===== src/design/acr_pkg.sv =====
// Constants for the converter configuration and calibration register bank.
// Assumes a single 250 MHz master clock and a serial host link that is
// sampled as a plain input.
package acr_pkg;
   // ***************************************************
   // Register addresses
   // ***************************************************
   localparam logic [7:0] ADDR_CONFIG    = 8'h01;
   localparam logic [7:0] ADDR_OFS_LOW   = 8'h02;
   localparam logic [7:0] ADDR_OFS_MID   = 8'h03;
   localparam logic [7:0] ADDR_OFS_HIGH  = 8'h04;
   localparam logic [7:0] ADDR_GAIN_LOW  = 8'h05;
   localparam logic [7:0] ADDR_GAIN_HIGH = 8'h06;
   localparam logic [7:0] ADDR_MODE      = 8'h07;
   // ***************************************************
   // Field positions and masks
   // ***************************************************
   localparam int BIT_GAIN_EN     = 5;
   localparam int BIT_OFS_EN      = 4;
   localparam int BIT_TOUT_LEN    = 3;
   localparam int BIT_TOUT_EN     = 2;
   localparam int BIT_STAT_DIS    = 1;
   localparam int BIT_STAT_SEL    = 0;
   localparam logic [7:0] CONFIG_WMASK = 8'h3F;
   // ***************************************************
   // Reset values
   // ***************************************************
   localparam logic [7:0] RST_CONFIG    = 8'h00;
   localparam logic [7:0] RST_OFS       = 8'h00;
   localparam logic [7:0] RST_GAIN_LOW  = 8'h00;
   localparam logic [7:0] RST_GAIN_HIGH = 8'h80;
   // ***************************************************
   // Widths and timing
   // ***************************************************
   localparam int DATA_BITS   = 24;
   localparam int STATUS_BITS = 8;
   localparam int TOUT_LONG   = 65536;  // 2^16 master clocks
   localparam int TOUT_SHORT  = 16384;  // 2^14 master clocks
   localparam int TOUT_W      = 17;
   // Filter codes
   localparam logic [1:0] FILT_WB1  = 2'h0;
   localparam logic [1:0] FILT_WB2  = 2'h1;
   localparam logic [1:0] FILT_LL   = 2'h2;
   localparam logic [1:0] FILT_RSV  = 2'h3;
endpackage


===== src/design/acr_regbank.sv =====
// Register bank: a byte-wide SPI-mode slave (CPOL 0, CPHA 0), config,
// calibration and pin mirror. Assumes pins are asynchronous to sys_clk_i.
// Frame: byte 0 = {rd, 7'addr}, byte 1 = write data or read data out.
`timescale 1ns/1ps
module acr_regbank
   import acr_pkg::*;
#(
   parameter int TOUT_LONG_P  = acr_pkg::TOUT_LONG,
   parameter int TOUT_SHORT_P = acr_pkg::TOUT_SHORT
) (
   // Clock and reset
   input  wire logic        sys_clk_i,
   input  wire logic        rst_i,
   // Serial host pins
   input  wire logic        sclk_i,
   input  wire logic        cs_n_i,
   input  wire logic        din_i,
   output logic             dout_o,
   output logic             dout_oe_o,
   // Mode-select pins
   input  wire logic        resolution_select_i,
   input  wire logic [1:0]  oversampling_ratio_i,
   input  wire logic [1:0]  filter_select_i,
   input  wire logic        interface_format_i,
   input  wire logic        frame_sync_role_i,
   // Settings to the datapath
   output logic             gain_correct_enable_o,
   output logic             offset_correct_enable_o,
   output logic [23:0]      offset_calib_value_o,
   output logic [15:0]      gain_calib_value_o,
   output logic             status_word_enable_o,
   output logic             status_content_select_o,
   output logic [11:0]      oversampling_value_o,
   output logic             idle_timeout_o
);
   import acr_pkg::*;

   // ***************************************************
   // Input synchronisers
   // ***************************************************
   logic [7:0] meta_q;
   logic [7:0] sync_q;
   logic       sclk_prev_q;
   // Two flops per pin; only the second stage is read by logic
   always_ff @(posedge sys_clk_i or posedge rst_i) begin
      if (rst_i) begin
         meta_q <= 8'h00;
         sync_q <= 8'h00;
      end else begin
         meta_q <= {frame_sync_role_i, interface_format_i, filter_select_i,
                    oversampling_ratio_i, resolution_select_i, 1'b0};
         sync_q <= meta_q;
      end
   end
   logic [2:0] smeta_q;
   logic [2:0] ssync_q;
   always_ff @(posedge sys_clk_i or posedge rst_i) begin
      if (rst_i) begin
         smeta_q <= 3'h2;
         ssync_q <= 3'h2;
      end else begin
         smeta_q <= {din_i, cs_n_i, sclk_i};
         ssync_q <= smeta_q;
      end
   end
   wire sclk_s = ssync_q[0];
   wire cs_n_s = ssync_q[1];
   wire din_s  = ssync_q[2];
   always_ff @(posedge sys_clk_i or posedge rst_i) begin
      if (rst_i) sclk_prev_q <= 1'b0;
      else       sclk_prev_q <= sclk_s;
   end
   wire sclk_rise = sclk_s & ~sclk_prev_q;
   wire sclk_fall = ~sclk_s & sclk_prev_q;

   // ***************************************************
   // Pin mirror
   // ***************************************************
   // Live pin levels, bit 7 always zero
   logic [7:0] mode_rd;
   assign mode_rd = {1'b0, sync_q[1], sync_q[3:2], sync_q[5:4],
                     sync_q[6], sync_q[7]};
   wire spi_mode = ~mode_rd[1];

   // Ratio decode depends on the filter family
   always_comb begin
      oversampling_value_o = 12'h020;
      case (mode_rd[3:2])
         FILT_LL: begin
            case (mode_rd[5:4])
               2'h0:    oversampling_value_o = 12'h020;
               2'h1:    oversampling_value_o = 12'h080;
               2'h2:    oversampling_value_o = 12'h200;
               default: oversampling_value_o = 12'h800;
            endcase
         end
         FILT_WB1, FILT_WB2: begin
            case (mode_rd[5:4])
               2'h0:    oversampling_value_o = 12'h020;
               2'h1:    oversampling_value_o = 12'h040;
               2'h2:    oversampling_value_o = 12'h080;
               default: oversampling_value_o = 12'h100;
            endcase
         end
         default: oversampling_value_o = 12'h000; // Reserved filter
      endcase
   end

   // ***************************************************
   // Idle timeout
   // ***************************************************
   logic [TOUT_W-1:0] idle_cnt_q;
   logic [TOUT_W-1:0] idle_lim;
   logic              cfg_tout_len;
   logic              cfg_tout_en;
   // Length choice, counted in master clocks
   assign idle_lim = cfg_tout_len ? TOUT_W'(TOUT_SHORT_P)
                                  : TOUT_W'(TOUT_LONG_P);
   // Counts only while a frame is open and sclk does not move
   always_ff @(posedge sys_clk_i or posedge rst_i) begin
      if (rst_i) begin
         idle_cnt_q <= '0;
      end else if (cs_n_s || sclk_rise || sclk_fall || !cfg_tout_en) begin
         idle_cnt_q <= '0; // Disabled timer never fires
      end else if (idle_cnt_q != idle_lim) begin
         idle_cnt_q <= idle_cnt_q + 1'b1;
      end
   end
   assign idle_timeout_o = cfg_tout_en && (idle_cnt_q == idle_lim);

   // ***************************************************
   // Serial shifter
   // ***************************************************
   logic [7:0] shift_q;
   logic [7:0] cmd_q;
   logic [7:0] rdata_q;
   logic [3:0] bit_cnt_q;
   logic       phase_q;
   logic       wr_stb_q;
   logic [7:0] rd_mux;
   wire        frame_rst = cs_n_s | idle_timeout_o;
   wire [7:0]  shift_nx  = {shift_q[6:0], din_s};

   // Sample on rising sclk; two bytes per frame
   always_ff @(posedge sys_clk_i or posedge rst_i) begin
      if (rst_i) begin
         shift_q   <= 8'h00;
         cmd_q     <= 8'h00;
         bit_cnt_q <= 4'h0;
         phase_q   <= 1'b0;
         wr_stb_q  <= 1'b0;
      end else begin
         wr_stb_q <= 1'b0;
         if (frame_rst) begin
            bit_cnt_q <= 4'h0;
            phase_q   <= 1'b0;
         end else if (sclk_rise) begin
            shift_q <= shift_nx;
            if (bit_cnt_q == 4'h7) begin
               bit_cnt_q <= 4'h0;
               if (!phase_q) begin
                  cmd_q   <= shift_nx;
                  phase_q <= 1'b1;
               end else begin
                  // No access outside serial port mode
                  wr_stb_q <= ~cmd_q[7] & spi_mode;
                  phase_q  <= 1'b0;
               end
            end else begin
               bit_cnt_q <= bit_cnt_q + 4'h1;
            end
         end
      end
   end

   // Read data loaded after the command byte, shifted on falling sclk
   always_ff @(posedge sys_clk_i or posedge rst_i) begin
      if (rst_i) begin
         rdata_q <= 8'h00;
      end else if (frame_rst) begin
         rdata_q <= 8'h00;
      end else if (sclk_rise && !phase_q && bit_cnt_q == 4'h7) begin
         rdata_q <= spi_mode ? rd_mux : 8'h00;
      end else if (sclk_fall && phase_q && bit_cnt_q != 4'h0) begin
         rdata_q <= {rdata_q[6:0], 1'b0};
      end
   end
   always_ff @(posedge sys_clk_i or posedge rst_i) begin
      if (rst_i) begin
         dout_o    <= 1'b0;
         dout_oe_o <= 1'b0;
      end else begin
         dout_o    <= rdata_q[7];
         dout_oe_o <= ~cs_n_s & spi_mode & phase_q & cmd_q[7];
      end
   end

   // ***************************************************
   // Registers
   // ***************************************************
   logic [7:0] config_q;
   logic [7:0] ofs_lo_q;
   logic [7:0] ofs_mid_q;
   logic [7:0] ofs_hi_q;
   logic [7:0] gain_lo_q;
   logic [7:0] gain_hi_q;
   wire  [6:0] wr_addr = cmd_q[6:0];
   // Writable bytes; upper config bits and mode are read-only
   always_ff @(posedge sys_clk_i or posedge rst_i) begin
      if (rst_i) begin
         config_q  <= RST_CONFIG;
         ofs_lo_q  <= RST_OFS;
         ofs_mid_q <= RST_OFS;
         ofs_hi_q  <= RST_OFS;
         gain_lo_q <= RST_GAIN_LOW;
         gain_hi_q <= RST_GAIN_HIGH;
      end else if (wr_stb_q) begin
         case ({1'b0, wr_addr})
            ADDR_CONFIG:    config_q  <= shift_q & CONFIG_WMASK;
            ADDR_OFS_LOW:   ofs_lo_q  <= shift_q;
            ADDR_OFS_MID:   ofs_mid_q <= shift_q;
            ADDR_OFS_HIGH:  ofs_hi_q  <= shift_q;
            ADDR_GAIN_LOW:  gain_lo_q <= shift_q;
            ADDR_GAIN_HIGH: gain_hi_q <= shift_q;
            default: ;      // Mode and unmapped writes dropped
         endcase
      end
   end

   // Read multiplexer, unmapped reads return zero
   always_comb begin
      // Address from the byte being completed; cmd_q is still stale here
      case ({1'b0, shift_nx[6:0]})
         ADDR_CONFIG:    rd_mux = config_q;
         ADDR_OFS_LOW:   rd_mux = ofs_lo_q;
         ADDR_OFS_MID:   rd_mux = ofs_mid_q;
         ADDR_OFS_HIGH:  rd_mux = ofs_hi_q;
         ADDR_GAIN_LOW:  rd_mux = gain_lo_q;
         ADDR_GAIN_HIGH: rd_mux = gain_hi_q;
         ADDR_MODE:      rd_mux = mode_rd;
         default:        rd_mux = 8'h00;
      endcase
   end

   // ***************************************************
   // Settings outputs
   // ***************************************************
   assign cfg_tout_len = config_q[BIT_TOUT_LEN];
   assign cfg_tout_en  = config_q[BIT_TOUT_EN];
   assign gain_correct_enable_o   = config_q[BIT_GAIN_EN];
   assign offset_correct_enable_o = config_q[BIT_OFS_EN];
   assign offset_calib_value_o = {ofs_hi_q, ofs_mid_q, ofs_lo_q};
   assign gain_calib_value_o   = {gain_hi_q, gain_lo_q};
   // Disable bit honoured only in serial port mode
   assign status_word_enable_o =
      ~(config_q[BIT_STAT_DIS] & spi_mode);
   assign status_content_select_o = config_q[BIT_STAT_SEL];
endmodule


===== config.mk =====
export PLATFORM = sky130hd
export DESIGN_NAME = acr_regbank
export DESIGN_NICKNAME = d
export VERILOG_FILES = /design/src/design/acr_pkg.sv /design/src/design/acr_regbank.sv
export SDC_FILE = /design/constraint.sdc
export NUM_CORES = 1
export LEC_CHECK = 0
export ABC_AREA = 1
export ABC_CLOCK_PERIOD_IN_PS = 5300
export BUFFER_PORTS_ARGS = -buffer_cell sky130_fd_sc_hd__buf_4
export CAP_MARGIN = 15
export CORE_MARGIN = 3
export CORE_UTILIZATION = 57
export DETAILED_ROUTE_END_ITERATION = 12
export GPL_TIMING_DRIVEN = 0
export PLACE_DENSITY = 0.79
export SYNTH_ARGS = -nofsm -noshare
export SYNTH_HDL_FRONTEND = slang
export SYNTH_SLANG_ARGS = --single-unit

===== constraint.sdc =====
create_clock -name sys_clk_i -period 5.3 [get_ports sys_clk_i]
set_clock_uncertainty 0.15 [all_clocks]
set_input_delay 0.795 -clock sys_clk_i [delete_from_list [all_inputs] [get_ports sys_clk_i]]
set_output_delay 0.795 -clock sys_clk_i [all_outputs]
set_load 0.01 [all_outputs]

==> results of run 1 <==
Yosys cell counts (2+ instances only):
master,instances
sky130_fd_sc_hd__nor2_1,50
sky130_fd_sc_hd__dfstp_2,3
sky130_fd_sc_hd__o21ai_1,18
sky130_fd_sc_hd__inv_2,5
sky130_fd_sc_hd__nor4_1,2
sky130_fd_sc_hd__nand2_2,3
sky130_fd_sc_hd__o21ai_0,46
sky130_fd_sc_hd__inv_1,43
sky130_fd_sc_hd__nor2_4,2
sky130_fd_sc_hd__buf_2,10
sky130_fd_sc_hd__dfrtp_1,113
sky130_fd_sc_hd__o21ai_2,12
sky130_fd_sc_hd__nand4_2,2
sky130_fd_sc_hd__ha_1,4
sky130_fd_sc_hd__buf_6,5
sky130_fd_sc_hd__inv_4,2
sky130_fd_sc_hd__o22ai_1,2
sky130_fd_sc_hd__a21oi_1,16
sky130_fd_sc_hd__nor3_1,13
sky130_fd_sc_hd__nand2_4,2
sky130_fd_sc_hd__nand2_1,153
sky130_fd_sc_hd__o31ai_1,2
sky130_fd_sc_hd__nand3_1,69
sky130_fd_sc_hd__nand4_1,7
sky130_fd_sc_hd__buf_4,6
sky130_fd_sc_hd__nor2_2,7
sky130_fd_sc_hd__and3_1,2
layout make-up:
class / instances / area [µm²]
multi-input combinational: 430 / 2113
clock inverter: 9 / 127.6
sequential: 116 / 2907
fill: 644 / 2333
tap: 108 / 135.1
timing repair buffer: 65 / 508.0
inverter: 50 / 195.2
buffer: 21 / 151.4
clock buffer: 22 / 462.9
registers in the layout, summed over array words and instances, names as in the netlist, 3 cells and up:
name	cells
shift_q	8
config_q	6
bit_cnt_q	4
rdata_q	8
cmd_q	8
gain_hi_q	8
ssync_q	3
gain_lo_q	8
ofs_mid_q	8
meta_q	7
ofs_lo_q	8
ofs_hi_q	8
sync_q	7
smeta_q	3
idle_cnt_q	17
per-stage QoR:
stage	instance area, µm²	std cells	hold slack (ns)	setup WS, ns
2_1_floorplan	5364	617	0.1812	1.288
3_3_place_gp	5979	789	0.1823	0.1084
3_5_place_dp	6010	790	0.1871	3.055
4_1_cts	6600	821	0.1997	2.499
5_1_grt	6600	821	0.2020	2.371
6_report	6600	821	0.2006	2.512
placed cells by master (no fill, tap or decap), types with 5 or more instances in the layout:
cell type                   instances
sky130_fd_sc_hd__nand2_1          153
sky130_fd_sc_hd__dfrtp_1          113
sky130_fd_sc_hd__buf_4             70
sky130_fd_sc_hd__nand3_1           69
sky130_fd_sc_hd__nor2_1            50
sky130_fd_sc_hd__o21ai_0           46
sky130_fd_sc_hd__inv_1             42
sky130_fd_sc_hd__o21ai_1           18
sky130_fd_sc_hd__a21oi_1           16
sky130_fd_sc_hd__clkbuf_16         16
sky130_fd_sc_hd__nor3_1            13
sky130_fd_sc_hd__o21ai_2           12
sky130_fd_sc_hd__buf_2             10
sky130_fd_sc_hd__nor2_2             7
sky130_fd_sc_hd__nand4_1            7
sky130_fd_sc_hd__conb_1             6
sky130_fd_sc_hd__buf_6              5
sky130_fd_sc_hd__inv_2              5
power groups by stage:
stage	Clock, W	Sequential [W]	Combinational, W
floorplan	0	0.000937	0.000156
finish	0.00114	0.000928	0.000239
global placement	0	0.000941	0.000220
detailed placement	0	0.000942	0.000229
CTS	0.00115	0.000927	0.000232
global route	0.00119	0.000930	0.000263
per-layer routing:
layer,wire [µm],track usage (%),part of all wire (%),vias up
met3,1050,6.428,7.6,39
met4,313,9.960,2.3,0
li1,-,-,-,2188
met2,6878,46.97,50,215
met1,5565,34.36,40,2283
met5,0,0,0,-
worst register-to-register path: stages, from the launching register on:
cell and delay, ns:
sky130_fd_sc_hd__dfrtp_1 0.42, sky130_fd_sc_hd__inv_2 0.25, sky130_fd_sc_hd__nand2_2 0.16, sky130_fd_sc_hd__nor2_1 0.45, sky130_fd_sc_hd__nand3_1 0.16, sky130_fd_sc_hd__nand2_1 0.11
sky130_fd_sc_hd__nor2_1 0.08, sky130_fd_sc_hd__nand2_1 0.08, sky130_fd_sc_hd__nand3_1 0.08, sky130_fd_sc_hd__nand2_1 0.07, sky130_fd_sc_hd__nand3_1 0.07, sky130_fd_sc_hd__nand2_1 0.07
cells by family after synthesis:
| group | synth area share [%] |
|---|---|
| AO/OA/AOI/OAI | 10.37 |
| XOR/XNOR | 0.1639 |
| adder cells (fa/ha/maj) | 0.9364 |
| buffers and inverters | 6.437 |
| flip-flops | 54.38 |
| multiplexers | 0.1873 |
| other | 0.07016 |
| AND/OR/NAND/NOR | 27.46 |
worst min-delay path by stage:
stage,from,to,cells past startpoint
global route,meta_q[5],sync_q[5],0
global placement,smeta_q[0],ssync_q[0],0
finish,smeta_q[2],ssync_q[2],0
floorplan,smeta_q[0],ssync_q[0],0
CTS,smeta_q[2],ssync_q[2],0
detailed placement,smeta_q[2],ssync_q[2],0
==> results list, run 1 <==
* Result of the run: finished clean
* Resized Gates After CTS: 0
- For this run, the top clock speed supported by timing is 0.3587 GHz.
- Site Rows: 34
- Cell internal power was estimated by the tool at 0.001711 W.
- The number of global-route vias before repair came to 4600.
- The count of nets left with antenna violations once routing finished came out at 0.
- TritonCTS clock tree: done
- The cell family contributing the most delay on the critical path is simple AND/OR/NAND/NOR gates.
- Summed over all instances, the cell type with the most area after synthesis is sky130_fd_sc_hd__dfrtp_1.
- Synthesis warning total: 0
- Across the VDD grid, the largest voltage drop is 0.3067 mV.
- In this run the critical register-to-register path is captured at rdata_q[2].
- Counting every instance in the synthesized netlist gives 612.
- Slowest cell delay on critical path: 0.41 ns
- Share of flip-flops with an asynchronous set or reset after synthesis: 100.0%
- Total net switching power: 0.0005985 W
- Finished Core Util: 73.88%
- Yosys mapped a number of flops with a built-in enable equal to 0.
* Post-synth top flop: sky130_fd_sc_hd__dfrtp_1
- Measured along the x axis, the die boundary spans 102.8 µm.
- Cells with a size suffix above 1 make up 22.30% of the layout.
* Final routed wire length divided by cell count: 16.82 µm
- Critical path's most frequent cell: sky130_fd_sc_hd__inv_1
* Combinational cell fraction of total power: 10.4%
- Count of unresolved DRC violations after routing: 0
* Worst-margin pin slew: 0.7460 ns
- # port buffers: 64
- The critical path runs through a total of 7 cells.
- The setup check on the worst reg-to-reg path leaves a slack of 3.09 ns.
- Among all stages on the critical path, the largest delay is contributed by sky130_fd_sc_hd__dfrtp_1.
* Period utilization: 52.59%
* Global placement routability congestion: 0.9047
* Number of endpoints with negative hold slack in the final report: 0
- A synthesized cell averages 8.734 µm².
* Critical path destination: idle_timeout_o
* Vias post-DR: 4725
- Crit Path Max Fanout: 5
- The critical path contains buffers and inverters numbering 3 combined.
- Headroom to the max-slew limit came out at 50.27%.
- CTS saw 116 sinks.
- Summing internal, switching and leakage power gives 0.002310 W.
- Setup violations remaining at the end of the flow were counted as 0.
- Power spread over the standard cell area amounts to 350.0 nW/µm².
* Sequential share of power: 40.2%
- Top post-synthesis cells by area: sky130_fd_sc_hd__dfrtp_1 53%, sky130_fd_sc_hd__nand2_1 11%, sky130_fd_sc_hd__nand3_1 6.5%, sky130_fd_sc_hd__o21ai_0 4.3%, sky130_fd_sc_hd__nor2_1 3.5%
- Number of pins with negative max-slew slack in the final report: 0
- The first TritonRoute pass finished after 6 iterations.
- In this run the clock root is driven by a sky130_fd_sc_hd__clkbuf_8.
- Unique cell type count in the Yosys netlist: 40
- Starting utilization of the core area: 59.83%
- The clock tree synthesis step divided the H-tree into 4 levels.
* Endpoint required time on the critical path: 4.36 ns
* Depth of the worst register-to-register path: 11
- Setup total negative slack: 0 ns
- RSZ-0062 raised after global routing: no
- Die ar.: 10580 µm²
* Reported max-cap violation count: 0
- Clk slew on worst S/H paths: 0.06 ns
* Number of nets in the layout: 717
- Entering global routing, the biggest net connects 61 pins.
- Synthesis inferred 116 register bits.
- Number of violations reported at the end of detailed-routing iteration 0: 367
- Longest Clk Path Bufs: 2
- The critical path in this run is classified as reg2out.
- Aggregate global routing overflow: 0
- DRT Wirelength: 13.81 mm
* Antenna violations before repair: 0
- The number of antenna diodes in the final layout is 0.
- Capturing element type of the critical path: output port
- Crit path launch: idle_cnt_q[0]
- Hold_buf cts: 0
- Net switching is 25.91% of the power.
- The first global-routing pass estimated 22.20 mm of wire.
- Share of the synthesized area in the top cell type: 52.90%
- Post-route minimum period: 2.788 ns
- During I/O placement, the number of pins put on the boundary was 71.
- Reg-to-reg startpoint: shift_q[2]
- After synthesis the cells add up to 5345 µm².
* CP arrival: 1.84 ns
* Total clock buffers created by CTS: 17
- Setup bufs post-CTS: 0
- Global routing usage summed across all routing layers: 27.52%
- Summed over all cells, the static leakage comes to 3.207 nW.
* Type of the worst min-delay path: reg2reg
- Source-to-sink clock delay at the later pin of the worst-skew pair: 0.51 ns
- In this run, the clock network consumes 49.5% of the power.
- Using the TritonRoute via totals, the vias-per-cell ratio works out to 5.755.
- Die Y-Extent: 102.8 µm
- Critical Path, Cell by Cell: inv_1 -> ha_1 -> nand3_1 -> nor2_1 -> nand4_2 -> inv_1 -> buf_4
* Area growth syn-to-layout: 23.48%
- STA classifies the critical path startpoint as a flip-flop.
- Detailed placer's ending HPWL: 9.459 mm
* Core region area: 8934 µm²
* Post-synthesis sequential area ratio: 54.38%
Power figures use the tool's default switching activity.
==> run 2, diff against run 1 <==
- ABC_AREA: 1 -> 0
- ABC_CLOCK_PERIOD_IN_PS: 5300 -> 2600
- clock period: 5.3 -> 2.6 ns (I/O delays scaled with it)
==> run 2 against run 1 <==
Register-to-register slack worse by 3.0 ns. Total power increased by 110%. Largest power group unchanged. Combinational power increased by 73%. Non-clock buffer count grew 20. Routed wire length fell by 7.0%. Count of clock-buffer cells in the layout decreased by 5. Synthesized cell count is 30% lower. Clock power is 130% higher. Global-route usage down 1.1 points. Critical path depth is 3 lower.
==> results list, run 2 <==
- Result of the run: finished clean (unchanged)
* TritonCTS clock tree: done (unchanged)
- Most frequent cells in the layout: 113 x sky130_fd_sc_hd__dfrtp_1, 71 x sky130_fd_sc_hd__buf_4, 60 x sky130_fd_sc_hd__mux2_2 (was 153 x sky130_fd_sc_hd__nand2_1, 113 x sky130_fd_sc_hd__dfrtp_1, 70 x sky130_fd_sc_hd__buf_4)
- Capturing element type of the critical path: flip-flop (was output port)
* Clk slew on worst S/H paths: 0.06 ns (about the same)
* Finished Core Util: 76.33% (was 73.88%)
* CP arrival: 2.76 ns (was 1.84 ns)
- The width of the chip is 101.2 µm (was 102.8 µm).
- Number of violations reported at the end of detailed-routing iteration 0: 208 (was 367)
* # port buffers: 64 (unchanged)
- Post-route minimum period: 2.512 ns
- The largest net degree at the start of global routing was 37 (was 61).
- Flip-flop count of the largest register, all copies and words added: 17 (unchanged)
- The fraction of final layout cells with drive strength greater than 1 was 36.35% (was 22.30%).
- The share of cell area taken by muxes after synthesis came to 16.52% (was 0.1873%).
- Number of endpoints with negative hold slack in the final report: 0 (unchanged)
* Vias post-DR: 3839 (was 4725)
- Setup WS pre-CTS: 0.009271 ns (was 3.055 ns)
* Area taken by multi-input logic gates: 2150 µm² (was 2113 µm²)
- Core region area: 8763 µm² (was 8934 µm²)
* Die ar.: 10240 µm² (was 10580 µm²)
- The leakage power of the design is 3.154 nW (was 3.207 nW).
- Aggregate global routing overflow: 0 (unchanged)
* Combinational family with the most area after synthesis: multiplexers (was simple AND/OR/NAND/NOR gates)
- The mean number of vias per cell is 5.906 (was 5.755).
- Post-synth top flop: sky130_fd_sc_hd__dfrtp_1 (unchanged)
- Longest Clk Path Bufs: 2 (unchanged)
* Final hold slack: 0.2011 ns (was 0.2006 ns)
* Setup total negative slack: 0 ns (unchanged)
- Setup-failing EPs final: 0 (unchanged)
- Number of global-route vias before repair: 3983 (was 4600)
* Reported max-cap violation count: 0 (unchanged)
- Site Rows: 34 (unchanged)
- Final Total Pwr: 0.004935 W (was 0.002310 W)
- Count of unresolved DRC violations after routing: 0 (unchanged)
* Max IR drop VDD: 0.5780 mV (was 0.3067 mV)
- Filler cells: 531 (was 644)
- Count of flip-flops with a built-in enable after synthesis: 0 (unchanged)
- Top post-synthesis cells by area: sky130_fd_sc_hd__dfrtp_1 55%, sky130_fd_sc_hd__mux2_2 13%, sky130_fd_sc_hd__mux2i_1 2.1%, sky130_fd_sc_hd__o21ai_0 2.1%, sky130_fd_sc_hd__nor2_1 2.0% (was sky130_fd_sc_hd__dfrtp_1 53%, sky130_fd_sc_hd__nand2_1 11%, sky130_fd_sc_hd__nand3_1 6.5%, sky130_fd_sc_hd__o21ai_0 4.3%, sky130_fd_sc_hd__nor2_1 3.5%)
- The final estimated routing congestion in global placement is 0.8223 (was 0.9047).
- The transition at the pin with the smallest max-transition slack came to 0.7841 ns (was 0.7460 ns).
* Total clock buffers created by CTS: 17 (unchanged)
- Clk sink count: 116 (unchanged)
- The post-synthesis async set-or-reset flop share was 100.0% (unchanged).
- The number of nets with antenna violations after routing was 0 (unchanged).
- The most frequent standard cell in the layout excluding fill and tap cells was sky130_fd_sc_hd__dfrtp_1 (was sky130_fd_sc_hd__nand2_1).
- The share of the yosys chip area belonging to registers is 56.26% (was 54.38%).
- I/O Pins: 71 (unchanged)
* Worst slew margin relative to its limit: 47.41% (was 50.27%)
- The cell accounting for the most synthesized area is sky130_fd_sc_hd__dfrtp_1 (unchanged).
- Endpoint required time on the critical path: 2.85 ns (was 4.36 ns)
- The signed area change from the synthesized netlist to the final layout came to 29.47% (was 23.48%).
- Synthesis warning total: 0 (unchanged)
- Power density over the cells: 737.8 nW/µm² (was 350.0 nW/µm²)
* Startpoint class of the critical path: flip-flop (unchanged)
- Area fraction in compound gates after synthesis: 8.162% (was 10.37%)
- The root buffer selected by CTS is sky130_fd_sc_hd__clkbuf_8 (unchanged).
* Unique cell type count in the Yosys netlist: 56 (was 40)
- Global routing usage summed across all routing layers: 26.46% (was 27.52%)
* Number of detailed-routing iterations run before antenna repair: 5 (was 6)
- Most numerous cell types in the synthesized netlist: 113 x sky130_fd_sc_hd__dfrtp_1, 60 x sky130_fd_sc_hd__mux2_2, 28 x sky130_fd_sc_hd__nor2_1 (was 153 x sky130_fd_sc_hd__nand2_1, 113 x sky130_fd_sc_hd__dfrtp_1, 69 x sky130_fd_sc_hd__nand3_1)
- The vertical die dimension is 101.2 µm (was 102.8 µm).
- The register containing the most flip-flops in the final layout was idle_cnt_q (unchanged).
- Area used by sequential logic in the layout: 2907 µm² (unchanged)
- The maximum fanout count along the critical path came to 8 (was 5).
- Synthesized-area fraction occupied by adder cells: 0.9688% (was 0.9363%)
- Synthesized area per cell: 12.13 µm² (was 8.734 µm²)
- The number of slew-limit violations in the final report was 0 (unchanged).
- Detailed placer's ending HPWL: 8.185 mm (was 9.459 mm)
- Critical path class: reg2reg (was reg2out)
* Global-route wire length before repair: 20.60 mm (was 22.20 mm)
- The final-stage net count came to 545 (was 717).
- The average wire per standard cell came to 19.76 µm (was 16.82 µm).
* Synth Area in Simple Gates: 12.42% (was 27.46%)
- The number of flip-flops and latches in the synthesized netlist came to 116 (unchanged).
* Instance count of the mapped netlist: 426 (was 612)
* DRT Wirelength: 12.84 mm (was 13.81 mm)
* Fmax achieved: 0.3980 GHz
- The number of H-tree levels was 4 (unchanged).
- Starting utilization of the core area: 58.95% (was 59.83%)
* Period utilization: 96.63%
- The diode insertion count for antenna repair came to 0 (unchanged).
- The path type of the worst min-delay path is reg2reg (unchanged).
- Fin worst setup slack: 0.08758 ns (was 2.512 ns)
* Antenna violations before repair: 0 (unchanged)
- The xor and xnor fraction of the mapped netlist area came to 2.204% (was 0.1639%).
- The latest clock arrival within the worst-skew pair came to 0.52 ns (was 0.51 ns).
- Most repeated cell in the gate-level netlist after synthesis: sky130_fd_sc_hd__dfrtp_1 (was sky130_fd_sc_hd__nand2_1)
- Post-synthesis instance area: 5166 µm² (was 5345 µm²)
- Share of the synthesized area in the top cell type: 54.73% (was 52.90%)
## run 2: cell types whose count changed in the layout (fill, tap and decap cells not counted), sizes merged, moves of 6 or more
cell / before / now
nand2: 158 / 19
mux2: 0 / 60
nand3: 69 / 13
o21ai: 76 / 24
inv: 50 / 17
nor2: 60 / 28
dlygate4sd3: 0 / 11
mux2i: 1 / 11
nor3: 15 / 6
xor2: 1 / 10
clkbuf: 22 / 30
nand2b: 0 / 8
a22oi: 0 / 6
## run 2: what timing repair did
action | CTS | global route
hold buffers | 11 | 0
endpoints found under the setup margin | 9 | 30
buffers inserted | 0 | 1
pin swaps | 1 | 1
endpoints found under the hold margin | 33 | 0
gates resized for setup | 2 | 7
## run 2: final cells by class
class                      instances  share of cell area [%]
sequential                       116                   43.45
multi-input combinational        278                   32.14
timing repair buffer              79                   9.951
clock buffer                      17                   6.192
clock inverter                    15                   3.573
buffer                            27                   2.058
tap                              108                   2.020
inverter                          10                  0.6173
## run 2: final timing paths
check	startpoint	slack, ns	to	depth (start not counted)
max reg2reg	cmd_q[3]	0.09	ofs_lo_q[1]	4
max in group asynchronous	rst_i	1.11	gain_hi_q[7]	5
min in group asynchronous	rst_i	0.36	cmd_q[3]	3
min	meta_q[3]	0.20	sync_q[3]	0
min reg2reg	meta_q[3]	0.20	sync_q[3]	0
max	cmd_q[3]	0.09	ofs_lo_q[1]	4
## run 2: worst max-delay path, stage by stage (launching register included)
cell,delay (ns)
sky130_fd_sc_hd__dfrtp_1,0.38
sky130_fd_sc_hd__nor4_1,0.49
sky130_fd_sc_hd__nand3b_1,0.33
sky130_fd_sc_hd__nor3b_4,0.64
sky130_fd_sc_hd__mux2_2,0.42
## run 2: layer usage
| layer | global-route usage (%) | wire [µm] |
|---|---|---|
| met5 | 0 | 0 |
| met1 | 35.97 | 5474 |
| met2 | 41.35 | 6447 |
| met4 | 9.918 | 240 |
| met3 | 6.749 | 681 |
## run 2: stage by stage
stage          std cells  cell area [µm²]
2_1_floorplan        431             5189
3_3_place_gp         603             5804
3_5_place_dp         606             5872
4_1_cts              649             6643
5_1_grt              650             6689
6_report             650             6689
## run 2: cells by family (layout without fill, tap and decap cells)
kind of cell	Yosys count	count (layout)
simple gates	115	115
mux	74	74
compound gates	66	66
fa+ha+maj	4	4
flops	116	116
buf+inv	37	148
xor+xnor	13	13
other cells	1	6
## run 2: power breakdown
part	leakage (nW)	internal, W	total [W]	switching, W
combinational	1.28	0.000145	0.000414	0.000269
sequential	1.55	0.00187	0.00193	0.0000569
clock	0.317	0.00168	0.00259	0.000910
total	3.15	0.00370	0.00494	0.00124
